`config.mk`:
```
export PLATFORM = sky130hd
export DESIGN_NAME = uhef_top
export DESIGN_NICKNAME = d
export VERILOG_FILES = /design/src/rtl/uhef_sync_delay.v /design/src/rtl/uhef_top.v
export VERILOG_INCLUDE_DIRS = /design/src /design/src/rtl
export SDC_FILE = /design/constraint.sdc
export NUM_CORES = 1
export LEC_CHECK = 0
export BUFFER_PORTS_ARGS = -buffer_cell sky130_fd_sc_hd__buf_4
export CORE_MARGIN = 2
export CORE_UTILIZATION = 50
export CTS_CLUSTER_DIAMETER = 150
export CTS_CLUSTER_SIZE = 16
export DETAILED_ROUTE_END_ITERATION = 8
export HOLD_SLACK_MARGIN = 0.03
export PLACE_DENSITY_LB_ADDON = 0.1
export SLEW_MARGIN = 20
export SYNTH_ARGS = -nofsm -noshare
export SYNTH_HDL_FRONTEND = slang
export SYNTH_SLANG_ARGS = --single-unit
```
`constraint.sdc`:
```
create_clock -name clock -period 1.19 [get_ports clock]
set_input_delay 0.1785 -clock clock [delete_from_list [all_inputs] [get_ports clock]]
set_output_delay 0.1785 -clock clock [all_outputs]
set_load 0.01 [all_outputs]
```
`src/rtl/uhef_defs.vh`:
```
// Constants of the host event and error flag block
`ifndef UHEF_DEFS_VH
`define UHEF_DEFS_VH

// ****************************************
// Register addresses
// ****************************************
`define UHEF_ADDR_W 4
`define UHEF_A_CTRL 4'h0
`define UHEF_A_CNT0 4'h1
`define UHEF_A_CNT1 4'h2
`define UHEF_A_EVT 4'h3
`define UHEF_A_ERR 4'h4
`define UHEF_A_STATE 4'h5

// ****************************************
// Controller control register bits
// ****************************************
`define UHEF_CC_RST 0
`define UHEF_CC_DETACH 1

// ****************************************
// Control register low bits
// ****************************************
`define UHEF_C0_ROLE 0
`define UHEF_C0_URST 1
`define UHEF_C0_IE_LO 2
`define UHEF_C0_IE_HI 7

// ****************************************
// Control register high bits
// ****************************************
`define UHEF_C1_CANCEL 1
`define UHEF_CNT1_RST 8'h01

// ****************************************
// Event register bits
// ****************************************
`define UHEF_EV_FRAME 0
`define UHEF_EV_DETACH 1
`define UHEF_EV_ATTACH 2
`define UHEF_EV_DONE 3
`define UHEF_EV_BRST 4
`define UHEF_EV_WAKE 5
`define UHEF_EV_RSVD 6
`define UHEF_EV_ABORT 7
// Bits kept through a controller soft reset
`define UHEF_EV_KEEP 8'h06

// ****************************************
// Error register bits
// ****************************************
`define UHEF_ER_MISSED 7
`define UHEF_ER_HS_LO 0
`define UHEF_ER_HS_HI 1
`define UHEF_HS_ACK 2'h0
`define UHEF_HS_NAK 2'h1
`define UHEF_HS_STALL 2'h2
`define UHEF_HS_NULL 2'h3
`define UHEF_ERR_RST 8'h03

// ****************************************
// Link state register bits
// ****************************************
`define UHEF_ST_SLEEP 2
`define UHEF_ST_TIMER 3

// ****************************************
// Role change delay
// ****************************************
`define UHEF_ROLE_DLY 4'h8

`endif

```
`src/rtl/uhef_sync_delay.v`:
```
// Delay line that lets a requested role take effect after a fixed time
module uhef_sync_delay (
	// Clock and reset
	input wire clock,
	input wire rst_b,
	// Request and result
	input wire req,
	output reg cur
);
`include "uhef_defs.vh"

reg [3:0] cnt;

always @(posedge clock) begin
	if (!rst_b) begin
		cur <= 1'b0;
		cnt <= 4'h0;
	end else if (req == cur) begin
		cnt <= 4'h0;
	end else if (cnt == `UHEF_ROLE_DLY - 4'h1) begin
		cur <= req;
		cnt <= 4'h0;
	end else begin
		cnt <= cnt + 4'h1;
	end
end

endmodule // uhef_sync_delay

```
`src/rtl/uhef_top.v`:
```
// Host event flags, error status and role select of a USB host/function controller
//
// Chosen here: the placing of the registers and the address-and-strobe port.

module uhef_top (
	// Clock and reset
	input wire clock,
	input wire rst_b,
	// Register port
	input wire [3:0] addr,
	input wire [7:0] wdata,
	input wire wr,
	input wire rd,
	output reg [7:0] rdata,
	// Events from the token engine and line monitor
	input wire ev_abort,
	input wire ev_wake_end,
	input wire ev_bus_reset_end,
	input wire ev_token_done,
	input wire ev_attach,
	input wire ev_detach,
	input wire ev_frame_start,
	input wire ev_frame_lost,
	input wire ev_xfer_end,
	input wire [1:0] ev_hs,
	input wire ev_frame_token,
	input wire ev_timer_stopped,
	// Controls to the token engine
	output wire host_role,
	output wire soft_reset,
	output wire bus_detach_ctrl,
	output wire token_cancel_en,
	output wire frame_timer_active,
	output wire sleep_request,
	// Interrupt
	output wire host_irq
);
`include "uhef_defs.vh"

// ****************************************
// Registers
// ****************************************
reg [7:0] controller_control_reg;
reg [7:0] ctrl_reg_low;
reg [7:0] ctrl_reg_high;
reg [7:0] event_flag_reg;
reg [7:0] error_status_reg;
reg [7:0] link_state_reg;
reg role_req;
reg [7:0] next_event;
reg [7:0] next_error;
wire role_now;
wire [7:0] ev_set;
wire [7:0] ev_wclr;
wire [7:0] er_set;
wire [7:0] er_wclr;
wire srst;

assign srst = controller_control_reg[`UHEF_CC_RST];
assign soft_reset = srst;
assign bus_detach_ctrl = controller_control_reg[`UHEF_CC_DETACH];
assign token_cancel_en = ctrl_reg_high[`UHEF_C1_CANCEL];
assign frame_timer_active = link_state_reg[`UHEF_ST_TIMER];
assign sleep_request = link_state_reg[`UHEF_ST_SLEEP];

// ****************************************
// Role select
// ****************************************
uhef_sync_delay u_role (
	.clock(clock),
	.rst_b(rst_b),
	.req(role_req),
	.cur(role_now)
);

assign host_role = role_now;

always @(posedge clock) begin
	if (!rst_b) begin
		role_req <= 1'b0;
	end else if (wr && addr == `UHEF_A_CNT0 && srst) begin
		role_req <= wdata[`UHEF_C0_ROLE];
	end
end

// ****************************************
// Control registers
// ****************************************
always @(posedge clock) begin
	if (!rst_b) begin
		controller_control_reg <= 8'h00;
		ctrl_reg_low <= 8'h00;
		ctrl_reg_high <= `UHEF_CNT1_RST;
		link_state_reg <= 8'h00;
	end else begin
		if (wr && addr == `UHEF_A_CTRL) begin
			controller_control_reg <= wdata;
		end
		if (wr && addr == `UHEF_A_CNT0) begin
			ctrl_reg_low[`UHEF_C0_IE_HI:`UHEF_C0_IE_LO] <= wdata[`UHEF_C0_IE_HI:`UHEF_C0_IE_LO];
		end
		// Bus reset request stays until the reset ends; ignored under soft reset
		if (srst || ev_bus_reset_end) begin
			ctrl_reg_low[`UHEF_C0_URST] <= 1'b0;
		end else if (wr && addr == `UHEF_A_CNT0 && wdata[`UHEF_C0_URST]) begin
			ctrl_reg_low[`UHEF_C0_URST] <= 1'b1;
		end
		if (wr && addr == `UHEF_A_CNT1) begin
			ctrl_reg_high <= wdata;
		end
		// Timer active: set by a started frame token, stop request or soft reset clears
		if (srst) begin
			link_state_reg[`UHEF_ST_TIMER] <= 1'b0;
			link_state_reg[`UHEF_ST_SLEEP] <= 1'b0;
		end else begin
			if (ev_frame_token) begin
				link_state_reg[`UHEF_ST_TIMER] <= 1'b1;
			end else if (ev_timer_stopped) begin
				link_state_reg[`UHEF_ST_TIMER] <= 1'b0;
			end else if (wr && addr == `UHEF_A_STATE && !wdata[`UHEF_ST_TIMER]) begin
				link_state_reg[`UHEF_ST_TIMER] <= 1'b0;
			end
			if (wr && addr == `UHEF_A_STATE) begin
				link_state_reg[`UHEF_ST_SLEEP] <= wdata[`UHEF_ST_SLEEP];
			end
		end
	end
end

// ****************************************
// Event flags
// ****************************************
assign ev_set[`UHEF_EV_FRAME] = ev_frame_start;
assign ev_set[`UHEF_EV_DETACH] = ev_detach;
assign ev_set[`UHEF_EV_ATTACH] = ev_attach;
assign ev_set[`UHEF_EV_DONE] = ev_token_done && !ev_abort;
assign ev_set[`UHEF_EV_BRST] = ev_bus_reset_end;
assign ev_set[`UHEF_EV_WAKE] = ev_wake_end;
assign ev_set[`UHEF_EV_RSVD] = 1'b0;
assign ev_set[`UHEF_EV_ABORT] = ev_abort && token_cancel_en;

assign ev_wclr = (wr && addr == `UHEF_A_EVT) ? ~wdata : 8'h00;

always @* begin
	next_event = (event_flag_reg & ~ev_wclr) | ev_set;
	if (srst) begin
		next_event = event_flag_reg & `UHEF_EV_KEEP & ~ev_wclr | ev_set & `UHEF_EV_KEEP;
	end
end

always @(posedge clock) begin
	if (!rst_b) begin
		event_flag_reg <= 8'h00;
	end else begin
		event_flag_reg <= next_event;
	end
end

// Enables sit at control bits 7..2 lined up with flags 5..0
assign host_irq = |(event_flag_reg[`UHEF_EV_WAKE:`UHEF_EV_FRAME] &
	ctrl_reg_low[`UHEF_C0_IE_HI:`UHEF_C0_IE_LO]);

// ****************************************
// Error status
// ****************************************
assign er_set = {ev_frame_lost && role_now, 7'h00};
assign er_wclr = (wr && addr == `UHEF_A_ERR) ? {~wdata[7:2], 2'h0} : 8'h00;

always @* begin
	next_error = (error_status_reg & ~er_wclr) | er_set;
	if (ev_xfer_end) begin
		next_error[`UHEF_ER_HS_HI:`UHEF_ER_HS_LO] = ev_hs;
	end
	if (srst) begin
		next_error = `UHEF_ERR_RST;
	end
end

always @(posedge clock) begin
	if (!rst_b) begin
		error_status_reg <= `UHEF_ERR_RST;
	end else begin
		error_status_reg <= next_error;
	end
end

// ****************************************
// Read port
// ****************************************
always @(posedge clock) begin
	if (!rst_b) begin
		rdata <= 8'h00;
	end else if (rd) begin
		case (addr)
			`UHEF_A_CTRL: rdata <= controller_control_reg;
			`UHEF_A_CNT0: rdata <= {ctrl_reg_low[7:1], role_now};
			`UHEF_A_CNT1: rdata <= ctrl_reg_high;
			`UHEF_A_EVT: rdata <= event_flag_reg;
			`UHEF_A_ERR: rdata <= error_status_reg;
			`UHEF_A_STATE: rdata <= link_state_reg;
			default: rdata <= 8'h00;
		endcase
	end else begin
		rdata <= 8'h00;
	end
end

endmodule // uhef_top

```
**Word-level counts from Yosys, hierarchy flattened**

Cells that the tools add are included.

- RAM bits: 0
- Bits in registers: 55
- Bits in latches: 0
- Memories: 0
- Bits in read-only memories: 0

- Reduce and logical (&&, ||, !) cells: 23
- Add/sub/neg operators: 1
- Multipliers: 0
- Mux-type cells: 8
- $lt $le $gt $ge: 0
- Div/mod/pow operators: 0
- Bitwise operators: 13
- Shift-type cells: 0
- Eq/ne operators: 7

Operator list:

| kind | number |
|---|---|
| case mux 8 bit (6 select lines) | 1 |
| 2-to-1 mux 8 bit | 3 |
| inverter 8 bit | 3 |
| AND 8 bit | 2 |
| bitwise OR 8 bit | 2 |
| equality test 4 x 3 -> 1 bit, second input constant | 3 |
| logical AND 1 bit | 12 |
| AND 3 x 8 -> 8 bit | 1 |
| equality test 4 x 2 -> 1 bit, second input constant | 2 |
| bitwise OR 8 x 3 -> 8 bit | 1 |
| AND 6 bit | 1 |
| inverter 6 bit | 1 |
| OR reduction 6 bit | 1 |
| adder 4 x 1 -> 4 bit, second input constant | 1 |
| equality test 4 x 1 -> 1 bit, second input constant | 1 |
| zero test 4 bit | 1 |
| AND reduction 2 bit | 2 |
| OR reduction 2 bit | 2 |
| 2-to-1 mux 1 bit | 3 |
| nonzero test 3 bit | 1 |
| OR reduction 3 bit | 1 |
| zero test 1 bit | 2 |
| 2-to-1 mux 2 bit | 1 |
| inverter 1 bit | 2 |
| other kinds (2) | 2 |

**Depth between registers and ports, before layout**

Gate-level depths: netlist (run 1).

- Word-level depth: 7
- Depth in mapped cells: 5

**By module**

From an unflattened synthesis (run 1), not the netlist that was laid out.

- Cell total of the unflattened synthesis: 262
- Area, all modules: 2473.6 µm²

By module, submodules not included:

| module | seq. area each (µm²) | instances | area each (µm²) | cells an instance |
|---|---|---|---|---|
| uhef_top | 1001.0 | 1 | 2278.4 | 243 |
| uhef_sync_delay | 100.1 | 1 | 195.2 | 19 |

**Worst setup path before layout (run 1)**

No wires, ideal clock.

- Path type: input -> register
- Start point: input addr[2]
- End point: register ctrl_reg_high[0]
- Cell stages on the path: 5
- Required time: 1118 ps
- Arrival time: 1212 ps
- Library setup time: 72 ps
- Slack: -94 ps
- Path buffers: 2
- Cell sequence: buf_2 -> or3b_4 -> nor3b_2 -> buf_6 -> mux2i_1

- Longest elaborated chain between the ends: 2

Ends and longest elaborated chain:

| element | line | RTL |
|---|---|---|
| from (decl) | uhef_top.v:10 | `input wire [3:0] addr,` |
| equality test 4 x 2 -> 1 bit | -- |  |
| logical AND 1 bit (no line) | -- |  |
| to (signal assigned) | uhef_top.v:93 | `` ctrl_reg_high <= `UHEF_CNT1_RST; `` |
| to (signal assigned) | uhef_top.v:109 | `ctrl_reg_high <= wdata;` |
| to (decl) | uhef_top.v:45 | `reg [7:0] ctrl_reg_high;` |

Every way passes these cells.
A chain may end at the register's enable or synchronous reset.

**Worst setup path after layout (run 1)**

- Start point: register ctrl_reg_low[4]
- End point: output host_irq

- Longest elaborated chain between the ends: 2

Ends and longest elaborated chain:

| element | line | RTL |
|---|---|---|
| from (decl) | uhef_top.v:44 | `reg [7:0] ctrl_reg_low;` |
| from (signal, indexed assignment) | uhef_top.v:100 | `` ctrl_reg_low[`UHEF_C0_IE_HI:`UHEF_C0_IE_LO] <= wdata[`UHEF_C0_IE_HI:`UHEF_C0_IE_LO]; `` |
| AND 6 bit | uhef_top.v:160 | `` assign host_irq = \|(event_flag_reg[`UHEF_EV_WAKE:`UHEF_EV_FRAME] & `` |
| OR reduction 6 bit | uhef_top.v:160 |  |
| to (decl) | uhef_top.v:36 | `output wire host_irq` |

Every way passes these cells.

==> results of run 1 <==
==> per-stage QoR <==
stage | power (mW) | util (%) | hold WS, ps
after floorplan | 2.13 | - | 258
after global placement | 2.35 | 64.2 | 368
after detailed placement | 2.35 | 64.2 | 371
after CTS | 3.44 | 67.0 | 63.7
after global routing | 3.54 | 67.5 | 69.6
final | 3.40 | 67.5 | 79.3
==> layout make-up <==
type / instances / area, um2 / share of cell area [%]
multi-input cells: 191 / 1280 / 40.0
clock inverters: 1 / 8.76 / 0.273
repair buffers: 80 / 619 / 19.3
clock buffers: 6 / 82.6 / 2.57
flip-flops and latches: 55 / 1110 / 34.6
inverters: 5 / 18.8 / 0.585
well taps: 67 / 83.8 / 2.61
==> how the worst max path moves through the flow <==
stage / from / end / slack [ps] / cells after the start
6_report: ctrl_reg_low[4]$_SDFFE_PN0N_ / host_irq / -90 / 3
5_1_grt: ctrl_reg_low[4]$_SDFFE_PN0N_ / host_irq / -140 / 3
4_1_cts: ctrl_reg_low[4]$_SDFFE_PN0N_ / host_irq / -100 / 3
3_5_place_dp: addr[3] / ctrl_reg_high[3]$_SDFFE_PN0P_ / -200 / 5
3_3_place_gp: addr[3] / ctrl_reg_high[0]$_SDFFE_PN1P_ / -120 / 5
2_1_floorplan: addr[3] / ctrl_reg_high[0]$_SDFFE_PN1P_ / -80 / 5
==> cells in the mapped netlist, types with 5 or more instances <==
master / count
dfxtp_1: 55
nand2_1: 26
o21ai_0: 22
a21oi_1: 18
nand3_1: 18
mux2_2: 17
a21boi_0: 14
nor2_1: 14
mux2i_1: 12
clkbuf_1: 7
a22oi_1: 6
buf_2: 6
nor2b_1: 6
inv_1: 5
o311a_1: 5
==> layer usage <==
layer  up-vias  share of wire (%)  track usage, %  wire, um
li1       1115                  -               -         -
met4         0                2.4            14.1       165
met2        82                 50            47.8      3430
met1      1102                 42            31.4      2930
met5         -                  0               0         0
met3        15                5.6            5.01       388
==> kinds of logic after synthesis <==
family	share of synthesized area, %
muxes	12.6
AOI/OAI and AO/OA	19.3
xor gates and xnor gates	1.06
DFF	44.5
and+or+nand+nor	17.7
buffers and inverters	4.40
adders and majority gates	0.505
==> timing repair <==
action	CTS	global route
endpoints found under the setup margin	1	1
hold endpoints to repair	1	0
setup buffers	2	1
hold buffers	1	0
resized for setup	7	6
pin swaps	2	2
==> power breakdown <==
part | total (mW) | switching, mW | internal (mW)
registers | 1.90 | 0.0292 | 1.87
logic | 0.428 | 0.215 | 0.212
clock network | 1.07 | 0.601 | 0.469
==> critical path: cells and delay by family, from the launching register on <==
family,cells,cell delay (ps)
buffers and inverters,1,130
DFF,1,340
and+or+nand+nor,1,100
AOI/OAI and AO/OA,1,210
==> key figures, run 1 <==
Worst setup path
  – Worst path max stage delay: 340 ps
  – Worst-path maximum fanout: 2
  – R2R setup slack: 60 ps
  – R2R Path End: rdata[4]$_SDFF_PN0_
  – Worst path slowest cell: dfxtp_2
  – Critical path, cell by cell: a22oi_2, nand3_2, buf_6
  – Crit path kind: flop to output port
  – CP Data Required Time: 1010 ps
  – Crit end category: output port
  – RR Startpoint: event_flag_reg[4]$_SDFF_PP0_
  – CP Data Arrival Time: 1100 ps
  – Reg2Reg Depth: 4
  – Worst setup SP type: flop

GRT
  – Initial antenna violation count: 0
  – Tot GR Track Use: 27.2%
  – Largest net degree at the start of global routing: 19
  – First-pass GRT wire length: 11000 um
  – Grt ovf: 0
  – Vias in the first global route: 2273

Timing
  – Final Hold Fails: 0
  – RSZ-0062 raised after global routing: yes
  – Worst Tran Pin Value: 314 ps
  – Fin worst setup slack: -88.4 ps
  – Min cycle time layout: 1280 ps
  – Clock skew: 11.9 ps
  – Fmax: 782 MHz
  – Fin Setup TNS: -88.4 ps
  – Slew Limit Fails: 0
  – Slew HR: 78.9%
  – Final period util: 107%
  – Setup Viol. Count Final: 1

Routing
  – Vias per inst: 5.71
  – Average wire per standard cell: 17.1 um
  – Antenna viol nets, final: 0
  – Final WL: 6920 um
  – Initial DRC Count: 131
  – Via count: 2314
  – Drt drc: 0
  – Drt pass-1 iters: 5

Placed design
  – Final Wtd Congestion: 0.883
  – PortBufs: 43
  – Placed cell count: 394
  – Area after DPL: 3050 um2
  – Pre-CTS setup slack: -199 ps
  – Post-DP HPWL: 4990 um

Floorplan
  – Core box area: 4750 um2
  – Die Span X: 74.4 um
  – Die Y: 74.4 um
  – # IOs: 44
  – Row count: 25
  – Starting Density: 52.1%
  – Die area: 5530 um2

Clocking
  – Clock sinks: 55
  – Clock latency on the worst-skew pair: 310 ps
  – Clock tree buffer depth: 2
  – Worst-path clk slew: 100 ps
  – Clk Tree Root Cell: clkbuf_8
  – Number of buffers created by CTS: 5
  – H-tree levels: 2
  – CTS tree: done

Logic synthesis
  – Gate Count Post-Synth: 268
  – Synth area leaders: dfxtp_1 44%, mux2_2 7.7%, mux2i_1 4.9%, o21ai_0 4.4%, a21boi_0 4.2%
  – Synth cell types: 37
  – Yosys warns: 0
  – Area fraction of the dominant cell type after synthesis: 44.5%
  – Mapped Area: 2470 um2
  – Mean Syn Cell Area: 9.23 um2
  – Number of synthesized flops with an enable pin: 0
  – Area leader, netlist: dfxtp_1
  – Post-synthesis register bit count: 55
  – Predominant post-synthesis flop cell: dfxtp_1
  – Sequential area share after synthesis: 44.5%
  – Async set-reset flop share out of synthesis: 0%
  – Post-Synthesis Net Count: 298

Finish
  – Final Cell Area: 3210 um2
  – Most common cell after layout, fill and taps aside: buf_4
  – Share of layout cells above drive strength 1: 35.2%
  – Fin nets: 368
  – Non-Filler Instances: 405
  – Area delta synth->final: 29.7%
  – Layout fillers: 417
  – Commonest non-fill, non-tap cells in the layout: 77 x buf_4, 48 x dfxtp_1, 26 x nand2_1
  – Antenna Diode Count: 0

Hold path
  – Worst hold path type: primary input to flop
  – Hold path startpoint: ev_hs[0]
  – Hold Path Depth: 3
  – Worst hold path endpoint: error_status_reg[0]$_SDFFE_PP1P_

Job
  – Max-cap viol count: 0

Pwr
  – Pwr dens: 1060 nW/um2
  – Max rail drop VDD: 0.627 mV
  – Lkg Pwr: 1.32 nW

Status
  – Status: complete, but fails checks
  – Failing checks: negative setup slack
No activity file was read; power rests on OpenSTA's default activity.
==> run 2, diff against run 1 <==
--- a/config.mk
+++ b/config.mk
@@ -7,13 +7,15 @@
 export NUM_CORES = 1
 export LEC_CHECK = 0
 export BUFFER_PORTS_ARGS = -buffer_cell sky130_fd_sc_hd__buf_4
+export CELL_PAD_IN_SITES_DETAIL_PLACEMENT = 1
+export CELL_PAD_IN_SITES_GLOBAL_PLACEMENT = 1
 export CORE_MARGIN = 2
-export CORE_UTILIZATION = 50
+export CORE_UTILIZATION = 38
 export CTS_CLUSTER_DIAMETER = 150
-export CTS_CLUSTER_SIZE = 16
 export DETAILED_ROUTE_END_ITERATION = 8
 export HOLD_SLACK_MARGIN = 0.03
 export PLACE_DENSITY_LB_ADDON = 0.1
+export SKIP_LAST_GASP = 1
 export SLEW_MARGIN = 20
 export SYNTH_ARGS = -nofsm -noshare
 export SYNTH_HDL_FRONTEND = slang
==> key figures, run 2 (synthesized netlist as in run 1, its figures left out) <==
Status
  – Status: complete, but fails checks (unchanged)
  – Failing checks: negative setup slack (unchanged)

Timing
  – Slew HR: 78.5% (was 78.9%)
  – RSZ-0062 raised after global routing: yes (unchanged)
  – Slew Limit Fails: 0 (unchanged)
  – Final period util: 108% (was 107%)
  – Worst Tran Pin Value: 318 ps (was 314 ps)
  – Setup Viol. Count Final: 1 (unchanged)
  – Fin worst setup slack: -92.1 ps (was -88.4 ps)
  – Final Hold Fails: 0 (unchanged)
  – Min cycle time layout: 1280 ps (about the same)
  – Clock skew: 8.16 ps (was 11.9 ps)
  – Fmax: 780 MHz (was 782 MHz)

Job
  – Max-cap viol count: 0 (unchanged)

Worst setup path
  – Reg2Reg Depth: 4 (unchanged)
  – CP Launch Point: ctrl_reg_low[4]$_SDFFE_PN0N_ (unchanged)
  – RR Startpoint: event_flag_reg[4]$_SDFF_PP0_ (unchanged)
  – Worst-path maximum fanout: 2 (unchanged)
  – R2R setup slack: 80 ps (was 60 ps)
  – Crit path kind: flop to output port (unchanged)
  – Crit end category: output port (unchanged)
  – CP Data Required Time: 1010 ps (about the same)
  – R2R Path End: rdata[4]$_SDFF_PN0_ (unchanged)
  – CP Data Arrival Time: 1100 ps (about the same)
  – Worst setup SP type: flop (unchanged)

Floorplan
  – Die Y: 84.7 um (was 74.4 um)
  – Starting Density: 39.2% (was 52.1%)
  – Die area: 7170 um2 (was 5530 um2)
  – # IOs: 44 (unchanged)
  – Die Span X: 84.7 um (was 74.4 um)
  – Row count: 29 (was 25)
  – Core box area: 6310 um2 (was 4750 um2)

Finish
  – Share of layout cells above drive strength 1: 36.5% (was 35.2%)
  – Most common cell after layout, fill and taps aside: buf_4 (unchanged)
  – Fin nets: 374 (was 368)
  – Commonest non-fill, non-tap cells in the layout: 84 x buf_4, 49 x dfxtp_1, 26 x nand2_1 (was 77 x buf_4, 48 x dfxtp_1, 26 x nand2_1)
  – Final Cell Area: 3290 um2 (was 3210 um2)
  – Non-Filler Instances: 422 (was 405)
  – Area delta synth->final: 33.1% (was 29.7%)
  – Antenna Diode Count: 0 (unchanged)

Routing
  – Average wire per standard cell: 18.3 um (was 17.1 um)
  – Initial DRC Count: 87 (was 131)
  – Final WL: 7710 um (was 6920 um)
  – Antenna viol nets, final: 0 (unchanged)
  – Vias per inst: 5.42 (was 5.71)
  – Drt pass-1 iters: 4 (was 5)
  – Drt drc: 0 (unchanged)
  – Via count: 2286 (was 2314)

Pwr
  – Switch Pwr: 908 uW (was 845 uW)
  – Int Power: 2.79 mW (was 2.55 mW)
  – Sequential power share: 51.5% (was 55.9%)
  – Lkg Pwr: 1.36 nW (was 1.32 nW)
  – Switching share of total power: 24.6% (was 24.9%)
  – Pwr dens: 1120 nW/um2 (was 1060 nW/um2)
  – Clk network pwr share: 36.4% (was 31.5%)
  – Max rail drop VDD: 0.888 mV (was 0.627 mV)
  – Comb pwr share: 12.1% (was 12.6%)

Clocking
  – Clock latency on the worst-skew pair: 320 ps (was 310 ps)
  – CTS tree: done (unchanged)
  – Clock sinks: 55 (unchanged)
  – Clk Tree Root Cell: clkbuf_8 (unchanged)
  – Clock tree buffer depth: 2 (unchanged)
  – Worst-path clk slew: 100 ps (about the same)
  – H-tree levels: 2 (unchanged)
  – Hold Buf Count CTS: 0 (was 1)
  – Number of buffers created by CTS: 5 (unchanged)

Placed design
  – Final Wtd Congestion: 0.786 (was 0.883)
  – PortBufs: 43 (unchanged)
  – Placed cell count: 410 (was 394)
  – Post-DP HPWL: 5630 um (was 4990 um)
  – Pre-CTS setup slack: -185 ps (was -199 ps)
  – Area after DPL: 3110 um2 (was 3050 um2)

Hold path
  – Hold path startpoint: ev_bus_reset_end (was ev_hs[0])
  – Hold Path Depth: 2 (was 3)
  – Worst hold path type: primary input to flop (unchanged)
  – Worst hold path endpoint: ctrl_reg_low[1]$_SDFFE_PP0P_ (was error_status_reg[0]$_SDFFE_PP1P_)

GRT
  – Vias in the first global route: 2343 (was 2273)
  – Grt ovf: 0 (unchanged)
  – Initial antenna violation count: 0 (unchanged)
  – Tot GR Track Use: 22.4% (was 27.2%)
  – First-pass GRT wire length: 12300 um (was 11000 um)
  – Largest net degree at the start of global routing: 21 (was 19)
-- run 2: worst max-delay path, stage by stage (launching register included) --
cell and delay (ps):
dfxtp_2 340, a22oi_2 200, nand3_2 110, buf_6 140
-- run 2: worst max-delay path by stage --
stage	to	slack, ps	cells past startpoint
2_1_floorplan	ctrl_reg_high[0]$_SDFFE_PN1P_	-80	5
3_3_place_gp	rdata[7]$_SDFF_PN0_	-140	4
3_5_place_dp	ctrl_reg_high[6]$_SDFFE_PN0P_	-180	5
4_1_cts	host_irq	-100	3
5_1_grt	host_irq	-140	3
6_report	host_irq	-90	3
-- run 2: area by class of cell --
type                    count  area [um2]
clock inverters             2        38.8
repair buffers             86         662
flip-flops and latches     55        1110
clock buffers               6        82.6
well taps                  77        96.3
fillers                   765        3020
multi-input cells         191        1280
inverters                   5        18.8
-- run 2: metal layers --
metal | wire length [um] | GRT usage [%] | vias up
met1 | 3520 | 28.9 | 1115
met4 | 210 | 9.09 | 0
met3 | 245 | 3.24 | 13
met5 | 0 | 0 | -
met2 | 3730 | 37.4 | 41
li1 | - | - | 1117
-- run 2: what timing repair did --
item | CTS | global route
hold endpoints to repair | 0 | 0
pin swaps | 4 | 1
setup buffers | 4 | 0
resized for setup | 12 | 0
endpoints found under the setup margin | 1 | 2
-- run 2: power groups by stage --
stage | Sequential [mW] | Clock, mW | Combinational (mW)
2_1_floorplan | 1.93 | 0 | 0.195
3_3_place_gp | 1.94 | 0 | 0.427
3_5_place_dp | 1.94 | 0 | 0.437
4_1_cts | 1.90 | 1.36 | 0.449
5_1_grt | 1.91 | 1.43 | 0.487
6_report | 1.90 | 1.34 | 0.447
-- run 2: metrics by stage --
stage	hold slack (ps)	utilization [%]	power (mW)	setup TNS, ps
final	44.9	52.2	3.69	-92.1
after global routing	47.0	52.2	3.83	-140
after CTS	43.9	52.2	3.71	-104
after detailed placement	385	49.2	2.38	-4750
after global placement	376	49.2	2.37	-4140
after floorplan	258	-	2.13	-807
